**config.mk**
```make
export PLATFORM = sky130hd
export DESIGN_NAME = sdm_monitor
export DESIGN_NICKNAME = d
export VERILOG_FILES = /design/src/rtl/sdm_monitor.v
export VERILOG_INCLUDE_DIRS = /design/src /design/src/rtl
export SDC_FILE = /design/constraint.sdc
export NUM_CORES = 1
export LEC_CHECK = 0
export ABC_AREA = 1
export BUFFER_PORTS_ARGS = -buffer_cell sky130_fd_sc_hd__buf_4
export CAP_MARGIN = 20
export CORE_ASPECT_RATIO = 0.5
export CORE_MARGIN = 8
export CORE_UTILIZATION = 50
export CTS_CLUSTER_SIZE = 20
export DETAILED_ROUTE_END_ITERATION = 16
export PLACE_DENSITY = 0.93
export SYNTH_ARGS = -nofsm -noshare
export SYNTH_HDL_FRONTEND = slang
export SYNTH_SLANG_ARGS = --single-unit
```
**constraint.sdc**
```tcl
create_clock -name ref_clk -period 3.2 [get_ports ref_clk]
set_input_delay 0.16 -clock ref_clk [delete_from_list [all_inputs] [get_ports ref_clk]]
set_output_delay 0.16 -clock ref_clk [all_outputs]
set_load 0.1 [all_outputs]
```
**src/rtl/sdm_regs.vh**
```
`ifndef SDM_REGS_VH
`define SDM_REGS_VH
// ----------------------------------------
// widths
// ----------------------------------------
`define SDM_DATA_W 16
// ----------------------------------------
// schedule encodings
// ----------------------------------------
`define SDM_SCHED_W 2
`define SDM_SCHED_BEFORE 2'h0
`define SDM_SCHED_AFTER 2'h1
`define SDM_SCHED_ALT 2'h2
`define SDM_SCHED_EVERY_4 2'h3
// ----------------------------------------
// self-test phase lengths
// ----------------------------------------
`define SDM_TEST_CYCLES 8'h08
// ----------------------------------------
// state codes
// ----------------------------------------
`define SDM_ST_IDLE 3'h0
`define SDM_ST_PRE 3'h1
`define SDM_ST_MEAS 3'h2
`define SDM_ST_POST 3'h3
`define SDM_ST_DONE 3'h4
`endif

```
**src/rtl/sdm_monitor.v**
```verilog
`timescale 1ns/1ps
`include "sdm_regs.vh"
module sdm_monitor #(
  parameter DATA_W = `SDM_DATA_W,
  parameter TEST_CYCLES = `SDM_TEST_CYCLES
) (
  input wire ref_clk,
  input wire rst,
  input wire meas_start,
  input wire meas_done,
  input wire [DATA_W-1:0] x_result,
  input wire [DATA_W-1:0] y_result,
  input wire [DATA_W-1:0] z_result,
  input wire [DATA_W-1:0] temp_result,
  input wire x_limit_check_en,
  input wire y_limit_check_en,
  input wire z_limit_check_en,
  input wire temp_limit_check_en,
  input wire [DATA_W-1:0] x_field_limit_value,
  input wire [DATA_W-1:0] y_field_limit_value,
  input wire [DATA_W-1:0] z_field_limit_value,
  input wire [DATA_W-1:0] temp_limit_value,
  input wire selftest_enable,
  input wire [1:0] selftest_schedule,
  input wire limit_alert_en,
  input wire selftest_alert_en,
  input wire flag_clear,
  input wire bridge_in_tol,
  input wire offset_in_tol,
  input wire [2:0] hall_in_tol,
  input wire bandgap_in_tol,
  output reg x_field_limit_flag,
  output reg y_field_limit_flag,
  output reg z_field_limit_flag,
  output reg temp_limit_flag,
  output reg signal_path_fault,
  output reg x_hall_element_fault,
  output reg y_hall_element_fault,
  output reg z_hall_element_fault,
  output reg converter_fault,
  output reg path_busy,
  output reg hall_disconnect,
  output reg conv_allowed,
  output reg eval_done,
  output reg alert_toggle
);
// ----------------------------------------
// signed crossing test
// ----------------------------------------
function crossed;
  input [DATA_W-1:0] val;
  input [DATA_W-1:0] lim;
  begin
    crossed = ($signed(val) > $signed(lim));
  end
endfunction
// ----------------------------------------
// state
// ----------------------------------------
reg [2:0] state_reg;
reg [7:0] cnt_reg;
reg [1:0] meas_cnt_reg;
reg run_tests;
reg pre_phase;
reg post_phase;
wire [2:0] hall_fail;
assign hall_fail = ~hall_in_tol;
always @*
begin
  case (selftest_schedule)
    `SDM_SCHED_BEFORE: run_tests = 1'b1;
    `SDM_SCHED_AFTER: run_tests = 1'b1;
    `SDM_SCHED_ALT: run_tests = ~meas_cnt_reg[0];
    `SDM_SCHED_EVERY_4: run_tests = (meas_cnt_reg == 2'h0);
    default: run_tests = 1'b0;
  endcase
  pre_phase = selftest_enable && run_tests && (selftest_schedule != `SDM_SCHED_AFTER);
  post_phase = selftest_enable && run_tests && (selftest_schedule == `SDM_SCHED_AFTER);
end
// ----------------------------------------
// sequencer
// ----------------------------------------
always @(posedge ref_clk)
begin
  if (rst)
  begin
    state_reg <= `SDM_ST_IDLE;
    cnt_reg <= 8'h00;
    meas_cnt_reg <= 2'h0;
    path_busy <= 1'b0;
    hall_disconnect <= 1'b0;
    conv_allowed <= 1'b0;
    eval_done <= 1'b0;
  end
  else
  begin
    eval_done <= 1'b0;
    case (state_reg)
      `SDM_ST_IDLE:
      begin
        if (meas_start)
        begin
          if (pre_phase)
          begin
            state_reg <= `SDM_ST_PRE;
            cnt_reg <= TEST_CYCLES;
            path_busy <= 1'b1;
            hall_disconnect <= 1'b1;
          end
          else
          begin
            state_reg <= `SDM_ST_MEAS;
            conv_allowed <= 1'b1;
          end
        end
      end
      `SDM_ST_PRE:
      begin
        if (cnt_reg == 8'h01)
        begin
          state_reg <= `SDM_ST_MEAS;
          path_busy <= 1'b0;
          hall_disconnect <= 1'b0;
          conv_allowed <= 1'b1;
        end
        cnt_reg <= cnt_reg - 8'h01;
      end
      `SDM_ST_MEAS:
      begin
        if (meas_done)
        begin
          conv_allowed <= 1'b0;
          meas_cnt_reg <= meas_cnt_reg + 2'h1;
          if (post_phase)
          begin
            state_reg <= `SDM_ST_POST;
            cnt_reg <= TEST_CYCLES;
            path_busy <= 1'b1;
            hall_disconnect <= 1'b1;
          end
          else
          begin
            state_reg <= `SDM_ST_DONE;
          end
        end
      end
      `SDM_ST_POST:
      begin
        if (cnt_reg == 8'h01)
        begin
          state_reg <= `SDM_ST_DONE;
          path_busy <= 1'b0;
          hall_disconnect <= 1'b0;
        end
        cnt_reg <= cnt_reg - 8'h01;
      end
      `SDM_ST_DONE:
      begin
        state_reg <= `SDM_ST_IDLE;
        eval_done <= 1'b1;
      end
      default:
      begin
        state_reg <= `SDM_ST_IDLE;
      end
    endcase
  end
end
// ----------------------------------------
// fault evaluation
// ----------------------------------------
wire test_end;
wire lim_eval;
wire [3:0] lim_hit;
wire [4:0] st_hit;
assign test_end = selftest_enable && path_busy && (cnt_reg == 8'h01) &&
  ((state_reg == `SDM_ST_PRE) || (state_reg == `SDM_ST_POST));
assign lim_eval = (state_reg == `SDM_ST_MEAS) && meas_done;
assign lim_hit[0] = lim_eval && x_limit_check_en &&
  crossed(x_result, x_field_limit_value);
assign lim_hit[1] = lim_eval && y_limit_check_en &&
  crossed(y_result, y_field_limit_value);
assign lim_hit[2] = lim_eval && z_limit_check_en &&
  crossed(z_result, z_field_limit_value);
assign lim_hit[3] = lim_eval && temp_limit_check_en &&
  crossed(temp_result, temp_limit_value);
assign st_hit[0] = test_end && (~bridge_in_tol || ~offset_in_tol);
assign st_hit[3:1] = {3{test_end}} & hall_fail;
assign st_hit[4] = test_end && ~bandgap_in_tol;
always @(posedge ref_clk)
begin
  if (rst)
  begin
    x_field_limit_flag <= 1'b0;
    y_field_limit_flag <= 1'b0;
    z_field_limit_flag <= 1'b0;
    temp_limit_flag <= 1'b0;
    signal_path_fault <= 1'b0;
    x_hall_element_fault <= 1'b0;
    y_hall_element_fault <= 1'b0;
    z_hall_element_fault <= 1'b0;
    converter_fault <= 1'b0;
    alert_toggle <= 1'b0;
  end
  else
  begin
    // set wins over clear
    x_field_limit_flag <= lim_hit[0] | (x_field_limit_flag & ~flag_clear);
    y_field_limit_flag <= lim_hit[1] | (y_field_limit_flag & ~flag_clear);
    z_field_limit_flag <= lim_hit[2] | (z_field_limit_flag & ~flag_clear);
    temp_limit_flag <= lim_hit[3] | (temp_limit_flag & ~flag_clear);
    signal_path_fault <= st_hit[0] | (signal_path_fault & ~flag_clear);
    x_hall_element_fault <= st_hit[1] | (x_hall_element_fault & ~flag_clear);
    y_hall_element_fault <= st_hit[2] | (y_hall_element_fault & ~flag_clear);
    z_hall_element_fault <= st_hit[3] | (z_hall_element_fault & ~flag_clear);
    converter_fault <= st_hit[4] | (converter_fault & ~flag_clear);
    if ((limit_alert_en && (|lim_hit)) || (selftest_alert_en && (|st_hit)))
      alert_toggle <= ~alert_toggle;
  end
end
endmodule // sdm_monitor

```
==> results.yml, run 1 <==
setup_path:
  r2r_cells: 9
  critPathKind: "reg2reg"
  r2r-start: "cnt_reg[1]"
  critical-path-slowest-cell: "nor4_2"
  required_ns: 3.36
  critPathArrivalTime_ns: 2.07
  end_kind: "flip-flop"
  crit_chain: "inv_1 > ha_1 > inv_1 > nor4_2 > nand2_1 > a21oi_1 > o21ai_0 > a21oi_1 > nor2_1"
  r2r-end: "alert_toggle"
  max_stage_delay_ns: 0.40
  ff2ff_setup_slack_ns: 1.29
  crit_fanout: 6
  startpoint_type: "flip-flop"
global_route:
  grt_pass1_vias: 3518
  grt_max_degree: 19
  grt_pass1_wl_mm: 14.69
  grtUsageTotal_pct: 18.97
  grt_remaining_overflow: 0
  antenna_found_initial: 0
floorplanning:
  die_area_mm2: 0.009124
  die_x_um: 127.3
  start_util_pct: 51.37
  die_h_um: 71.66
  fp-row-count: 20
  coreArea_mm2: 0.006031
  pin_count: 162
hold_path:
  min_path_cells: 3
  holdCritPathClass: "in2reg"
  holdPathEnd: "y_hall_element_fault"
  holdCritStartpoint: "hall_in_tol[1]"
synth:
  synth_most_common_cell: "inv_1"
  synth_edf_count: 0
  syn-num-nets: 697
  syn_area_mm2: 0.003098
  async_reset_ff_share_pct: 0
  ys_ff_latch: 26
  ys_seq_area_share_pct: 16.80
  netlist_top_cells_count: "inv_1 (126), nand2_1 (109), ha_1 (67), a21oi_1 (40), nor2_1 (29)"
  synth_top_cells_by_area: "ha_1 (27%), dfxtp_1 (17%), inv_1 (15%)"
  synthFlopType: "dfxtp_1"
  syn_area_per_cell_um2: 6.427
  synth_cell_types: 36
  syn-instance-count: 482
  yosys.area.top_type: "ha_1"
  netlist.area_leader.share_pct: 27.06
  synth_warnings: 0
finish:
  n_fill_cell: 491
  nets: 860
  largest_reg_flops: 8
  area_delta_synth_final_pct: 44.95
  fin_area_mm2: 0.004491
  final_util_pct: 74.46
  n_antenna_cell: 0
  drive_gt1_share_pct: 28.88
run:
  cap_violations: 0
sta:
  period_needed_ns: 1.905
  fin_setup_tns_ns: 0
  maxSlewViolCount: 0
  fmaxAchievable_mhz: 524.8
  tightestPinTransition_ns: 0.4436
  grt_setup_unrepaired: "no"
  finalSetupViolCount: 0
  period_share_pct: 59.54
  hold_violations: 0
  finClkSkew_ns: 0.006335
  slew_headroom_pct: 70.18
clock_tree:
  cts_sinks: 26
  numCtsBuffers: 3
  ctsHoldBuffers: 0
  path_clk_slew_ns: 0.07
  cts_tree: "yes"
  clk_latency_ns: 0.26
  postCtsSetupBuffers: 0
  cts-htree-levels: 1
  clock-root-buffer: "clkbuf_16"
  cts_buffer_depth: 2
  cts_resized: 0
power_and_ir_drop:
  max-vdd-ir-drop_mv: 0.2871
  total_power_mw: 1.800
  leakage_nw: 2.683
  powerDensity_mw_per_mm2: 400.8
detailed_routing:
  dr.pass1.iters: 4
  viasPerCell: 4.757
  drtIter0Drc: 157
  vias: 3482
  drc: 0
  wl_per_cell_um: 12.14
  totalWireLength_mm: 8.883
  ant_nets: 0
placement:
  io_buffers: 161
  place_congestion: 0.9805
  dp_hpwl_mm: 7.974
  dpl-instance-area_mm2: 0.004402
status:
  status: "finished, final reports clean"
-- cell usage in the layout, fill, tap and decap left out, drive strengths merged, types with 2 or more instances in the layout --
cell type  Yosys  final
a21oi         40     40
nand3         20     20
clkbuf         2      4
a31oi          4      4
nor4           3      3
nor3           2      2
o21ai         15     15
o21bai         4      4
or2            4      4
nor2          36     36
a41oi          2      2
nor3b          2      2
inv          127    127
buf            1    161
nand2        114    114
dfxtp         26     26
ha            67     67
nand4          5      5
-- through the flow --
stage,hold slack [ns],setup slack (ns),std cells
2_1_floorplan,0.3375,1.345,482
4_1_cts,0.1654,1.331,732
6_report,0.1575,1.295,732
5_1_grt,0.1833,1.037,732
3_5_place_dp,0.4409,1.257,728
3_3_place_gp,0.4389,1.340,728
-- cell type report --
class | instances | area [um2] | share of cell area (%)
tap | 88 | 110.1 | 2.452
timing repair buffer | 161 | 1209 | 26.92
clock buffer | 4 | 88.84 | 1.978
multi-input combinational | 325 | 2082 | 46.36
sequential | 26 | 520.5 | 11.59
inverter | 128 | 480.5 | 10.70
-- metal layers --
layer | share of wire (%) | global-route usage, % | vias to the layer above
li1 | - | - | 1835
met1 | 39 | 18.85 | 1536
met2 | 53 | 38.85 | 99
met3 | 7.2 | 5.033 | 12
met4 | 1.3 | 3.791 | 0
met5 | 0 | 0 | -
-- worst max-delay path, delay by kind of cell (launching register included) --
family | cells | cell delay, ns
and+or+nand+nor | 3 | 0.67
DFF | 1 | 0.30
adders and majority gates | 1 | 0.16
buffers and inverters | 2 | 0.15
AOI/OAI and AO/OA | 3 | 0.51
-- power by group --
group          total (mW)  internal (mW)  switching, mW  leakage (nW)
Combinational        1.03          0.401          0.630          2.43
Sequential          0.460          0.397         0.0629         0.212
Clock               0.309          0.192          0.117        0.0442
-- how the worst max path moves through the flow --
stage	from	endpoint	slack [ns]
6_report	cnt_reg[1]	alert_toggle	1.29
5_1_grt	cnt_reg[1]	alert_toggle	1.04
2_1_floorplan	hall_disconnect	alert_toggle	1.35
4_1_cts	cnt_reg[1]	alert_toggle	1.33
3_3_place_gp	z_result[15]	alert_toggle	1.34
3_5_place_dp	z_field_limit_value[15]	alert_toggle	1.26
-- kinds of logic after synthesis --
family,count (synthesis),share of synthesized area [%]
AO/OA/AOI/OAI,69,12.24
XOR/XNOR,2,0.5655
adder cells (fa/ha/maj),67,27.06
buffers and inverters,131,15.99
flip-flops,26,16.80
AND/OR/NAND/NOR,187,27.34
Note: power is estimated with default switching activity, not from simulation.
==> run 2, diff against run 1 <==
Settings changed: ABC_AREA 1 to 0, CORE_UTILIZATION 50 to 45, PLACE_DENSITY 0.93 to 0.87.
Clock period 3.2 ns to 1.95 ns, I/O delays scaled along.
==> run 2 against run 1 <==
Effect of this change: the flow now finishes with violations (negative setup slack); synthesized area is 7.6% lower; clock-buffer cell count decreased by 1; synthesized cell count fell by 21%; first-iteration DRC count fell by 32%; sequential power grew 54%; flip-flop and latch count unchanged; critical path depth increased by 1; design area increased by 7.0%; global-route usage up 0.90 points; clock skew up 0.0020 ns; routed wire length rose by 10%; worst hold slack worse by 0.0013 ns.
==> results.yml, run 2 <==
status:
  status: "complete, but fails checks"
  violations: "negative setup slack"
detailed_routing:
  drtIter0Drc: 107
  viasPerCell: 5.068
  dr.pass1.iters: 4
  vias: 3350
  wl_per_cell_um: 14.81
  drc: 0
  ant_nets: 0
  totalWireLength_mm: 9.789
synth:
  synthFlopType: "dfxtp_1"
  synth_edf_count: 0
  netlist_top_cells_count: "inv_1 (76), ha_1 (67), a21oi_1 (43), nand2_1 (29), nor2_1 (27)"
  async_reset_ff_share_pct: 0
  synth_xor_area_share_pct: 2.142
  synth_most_common_cell: "inv_1"
  synthMuxAreaShare_pct: 1.530
  yosys.area.top_type: "ha_1"
  syn_area_per_cell_um2: 7.534
  synth_cell_types: 53
  synth_warnings: 0
  synth_simple_gate_area_share_pct: 19.10
  ys_seq_area_share_pct: 18.18
  syn_area_mm2: 0.002863
  syn-num-nets: 595
  synth_compound_area_share_pct: 18.58
  ys_ff_latch: 26
  synthAdderAreaFrac_pct: 29.28
  syn-instance-count: 380
  synth_top_family_by_area: "adder cells"
  synth_top_cells_by_area: "ha_1 (29%), dfxtp_1 (18%), inv_1 (10%)"
  netlist.area_leader.share_pct: 29.28
finish:
  final_cell_mix: "buf_4 (187), inv_1 (70), ha_1 (58)"
  drive_gt1_share_pct: 42.23
  final_util_pct: 78.67
  n_antenna_cell: 0
  nets: 789
  area_delta_synth_final_pct: 67.79
  stdcell_count: 661
  largest_reg_flops: 8
  fin_area_mm2: 0.004803
  layout_commonest_cell: "buf_4"
  n_fill_cell: 417
power_and_ir_drop:
  power.internal_mw: 1.742
  leakage_nw: 2.512
  power.share.clock_pct: 22.0
  total_power_mw: 2.722
  powerDensity_mw_per_mm2: 566.7
  sequentialPowerShare_pct: 26.1
  max-vdd-ir-drop_mv: 0.4153
  p_comb_share_pct: 51.9
  netSwitchingPower_mw: 0.9802
  swShare_pct: 36.01
hold_path:
  min_path_cells: 2
  holdPathEnd: "cnt_reg[3]"
  holdCritPathClass: "in2reg"
  holdCritStartpoint: "rst"
placement:
  dp_slack_ns: -0.3805
  dp_hpwl_mm: 7.952
  dp.cells: 648
  dpl-instance-area_mm2: 0.004479
  place_congestion: 0.8002
  io_buffers: 161
floorplanning:
  die_h_um: 72.40
  die_area_mm2: 0.009325
  die_x_um: 128.8
  start_util_pct: 46.89
  pin_count: 162
  fp-row-count: 20
  coreArea_mm2: 0.006106
sta:
  tightestPinTransition_ns: 0.4406
  slew_headroom_pct: 70.35
  maxSlewViolCount: 0
  fmaxAchievable_mhz: 496.9
  period_needed_ns: 2.013
  grt_setup_unrepaired: "yes"
  final.setup.worst_slack_ns: -0.06260
  hold_violations: 0
  finalSetupViolCount: 2
  period_share_pct: 103.2
  finClkSkew_ns: 0.008315
clock_tree:
  cts_buffer_depth: 2
  cts-htree-levels: 1
  cts_tree: "yes"
  numCtsBuffers: 3
  cts_sinks: 26
  ctsHoldBuffers: 0
  path_clk_slew_ns: 0.07
  clk_latency_ns: 0.27
  clock-root-buffer: "clkbuf_16"
global_route:
  antenna_found_initial: 0
  grtUsageTotal_pct: 19.87
  grt_remaining_overflow: 0
  grt_pass1_wl_mm: 15.34
  grt_max_degree: 21
  grt_pass1_vias: 3558
setup_path:
  critical-path-slowest-cell: "or4_4"
  critical_path.top_delay_family: "simple AND/OR/NAND/NOR gates"
  crit_chain: "buf_4 > ha_4 > nand4_1 > or4_4 > a21o_1 > and3_4 > a211o_1 > a41oi_2 > o21a_1 > nor3_2"
  r2r_cells: 11
  r2r-start: "meas_cnt_reg[0]"
  ff2ff_setup_slack_ns: -0.03
  critPathArrivalTime_ns: 2.16
  crit_buf_inv: 1
  startpoint_type: "primary input"
  max_stage_delay_ns: 0.55
  required_ns: 2.10
  crit_fanout: 2
  critPathKind: "in2reg"
  r2r-end: "cnt_reg[4]"
  end_kind: "flip-flop"
run:
  cap_violations: 0
run 2: cell count changes after synthesis, sizes merged, moves of 4 or more:
cell / before / now
a21o: 0 / 5
inv: 127 / 76
nand2: 114 / 29
nand3: 20 / 5
nand4: 5 / 10
nor2: 36 / 27
nor2b: 0 / 6
xnor2: 1 / 5
run 2: power by group through the flow:
stage	logic [mW]	clock network [mW]	registers (mW)
5_1_grt	1.55	0.631	0.721
3_3_place_gp	1.23	0	0.691
2_1_floorplan	0.630	0	0.807
3_5_place_dp	1.27	0	0.694
4_1_cts	1.33	0.598	0.692
6_report	1.41	0.600	0.709
run 2: layout make-up:
cell class	instances	area, um2	share of cell area (%)
Clock buffer	3	75.07	1.563
Clock inverter	1	30.03	0.6252
Inverter	77	309.0	6.434
Multi-Input combinational cell	270	2248	46.81
Sequential cell	26	521.8	10.86
Tap cell	88	110.1	2.292
Timing Repair Buffer	196	1509	31.41
run 2: what timing repair did:
action                                 4_1_cts  5_1_grt
setup endpoints to repair                    5        5
setup buffers                                5        4
endpoints found under the hold margin        0        0
resized for setup                           15       19
pin swaps                                   11       12
run 2: per-layer routing:
metal / global-route usage [%] / part of all wire, % / vias up
li1: - / - / 1701
met1: 18.20 / 35 / 1511
met2: 41.76 / 55 / 110
met3: 4.678 / 6.6 / 28
met4: 7.097 / 3.6 / 0
met5: 0 / 0 / -
run 2: cells by family after synthesis:
kind of cell | after synthesis
muxes | 4
and+or+nand+nor | 104
xor gates and xnor gates | 7
adders and majority gates | 67
AOI/OAI and AO/OA | 88
DFF | 26
buffers and inverters | 84
run 2: worst max-delay path by stage:
stage / startpoint / endpoint / slack [ns] / depth (start not counted)
4_1_cts: z_field_limit_value[9] / alert_toggle / -0.06 / 11
3_5_place_dp: z_field_limit_value[10] / alert_toggle / -0.38 / 11
3_3_place_gp: z_field_limit_value[10] / alert_toggle / -0.33 / 11
6_report: z_result[10] / alert_toggle / -0.06 / 10
2_1_floorplan: z_field_limit_value[10] / alert_toggle / -0.12 / 10
5_1_grt: meas_cnt_reg[1] / cnt_reg[4] / -0.14 / 11
run 2: through the flow:
step / setup TNS (ns) / hold slack, ns
after floorplan: -0.1198 / 0.2880
after global placement: -0.3792 / 0.4119
after detailed placement: -0.5623 / 0.4271
after CTS: -0.08610 / 0.1575
after global routing: -0.3768 / 0.1697
final: -0.09402 / 0.1562
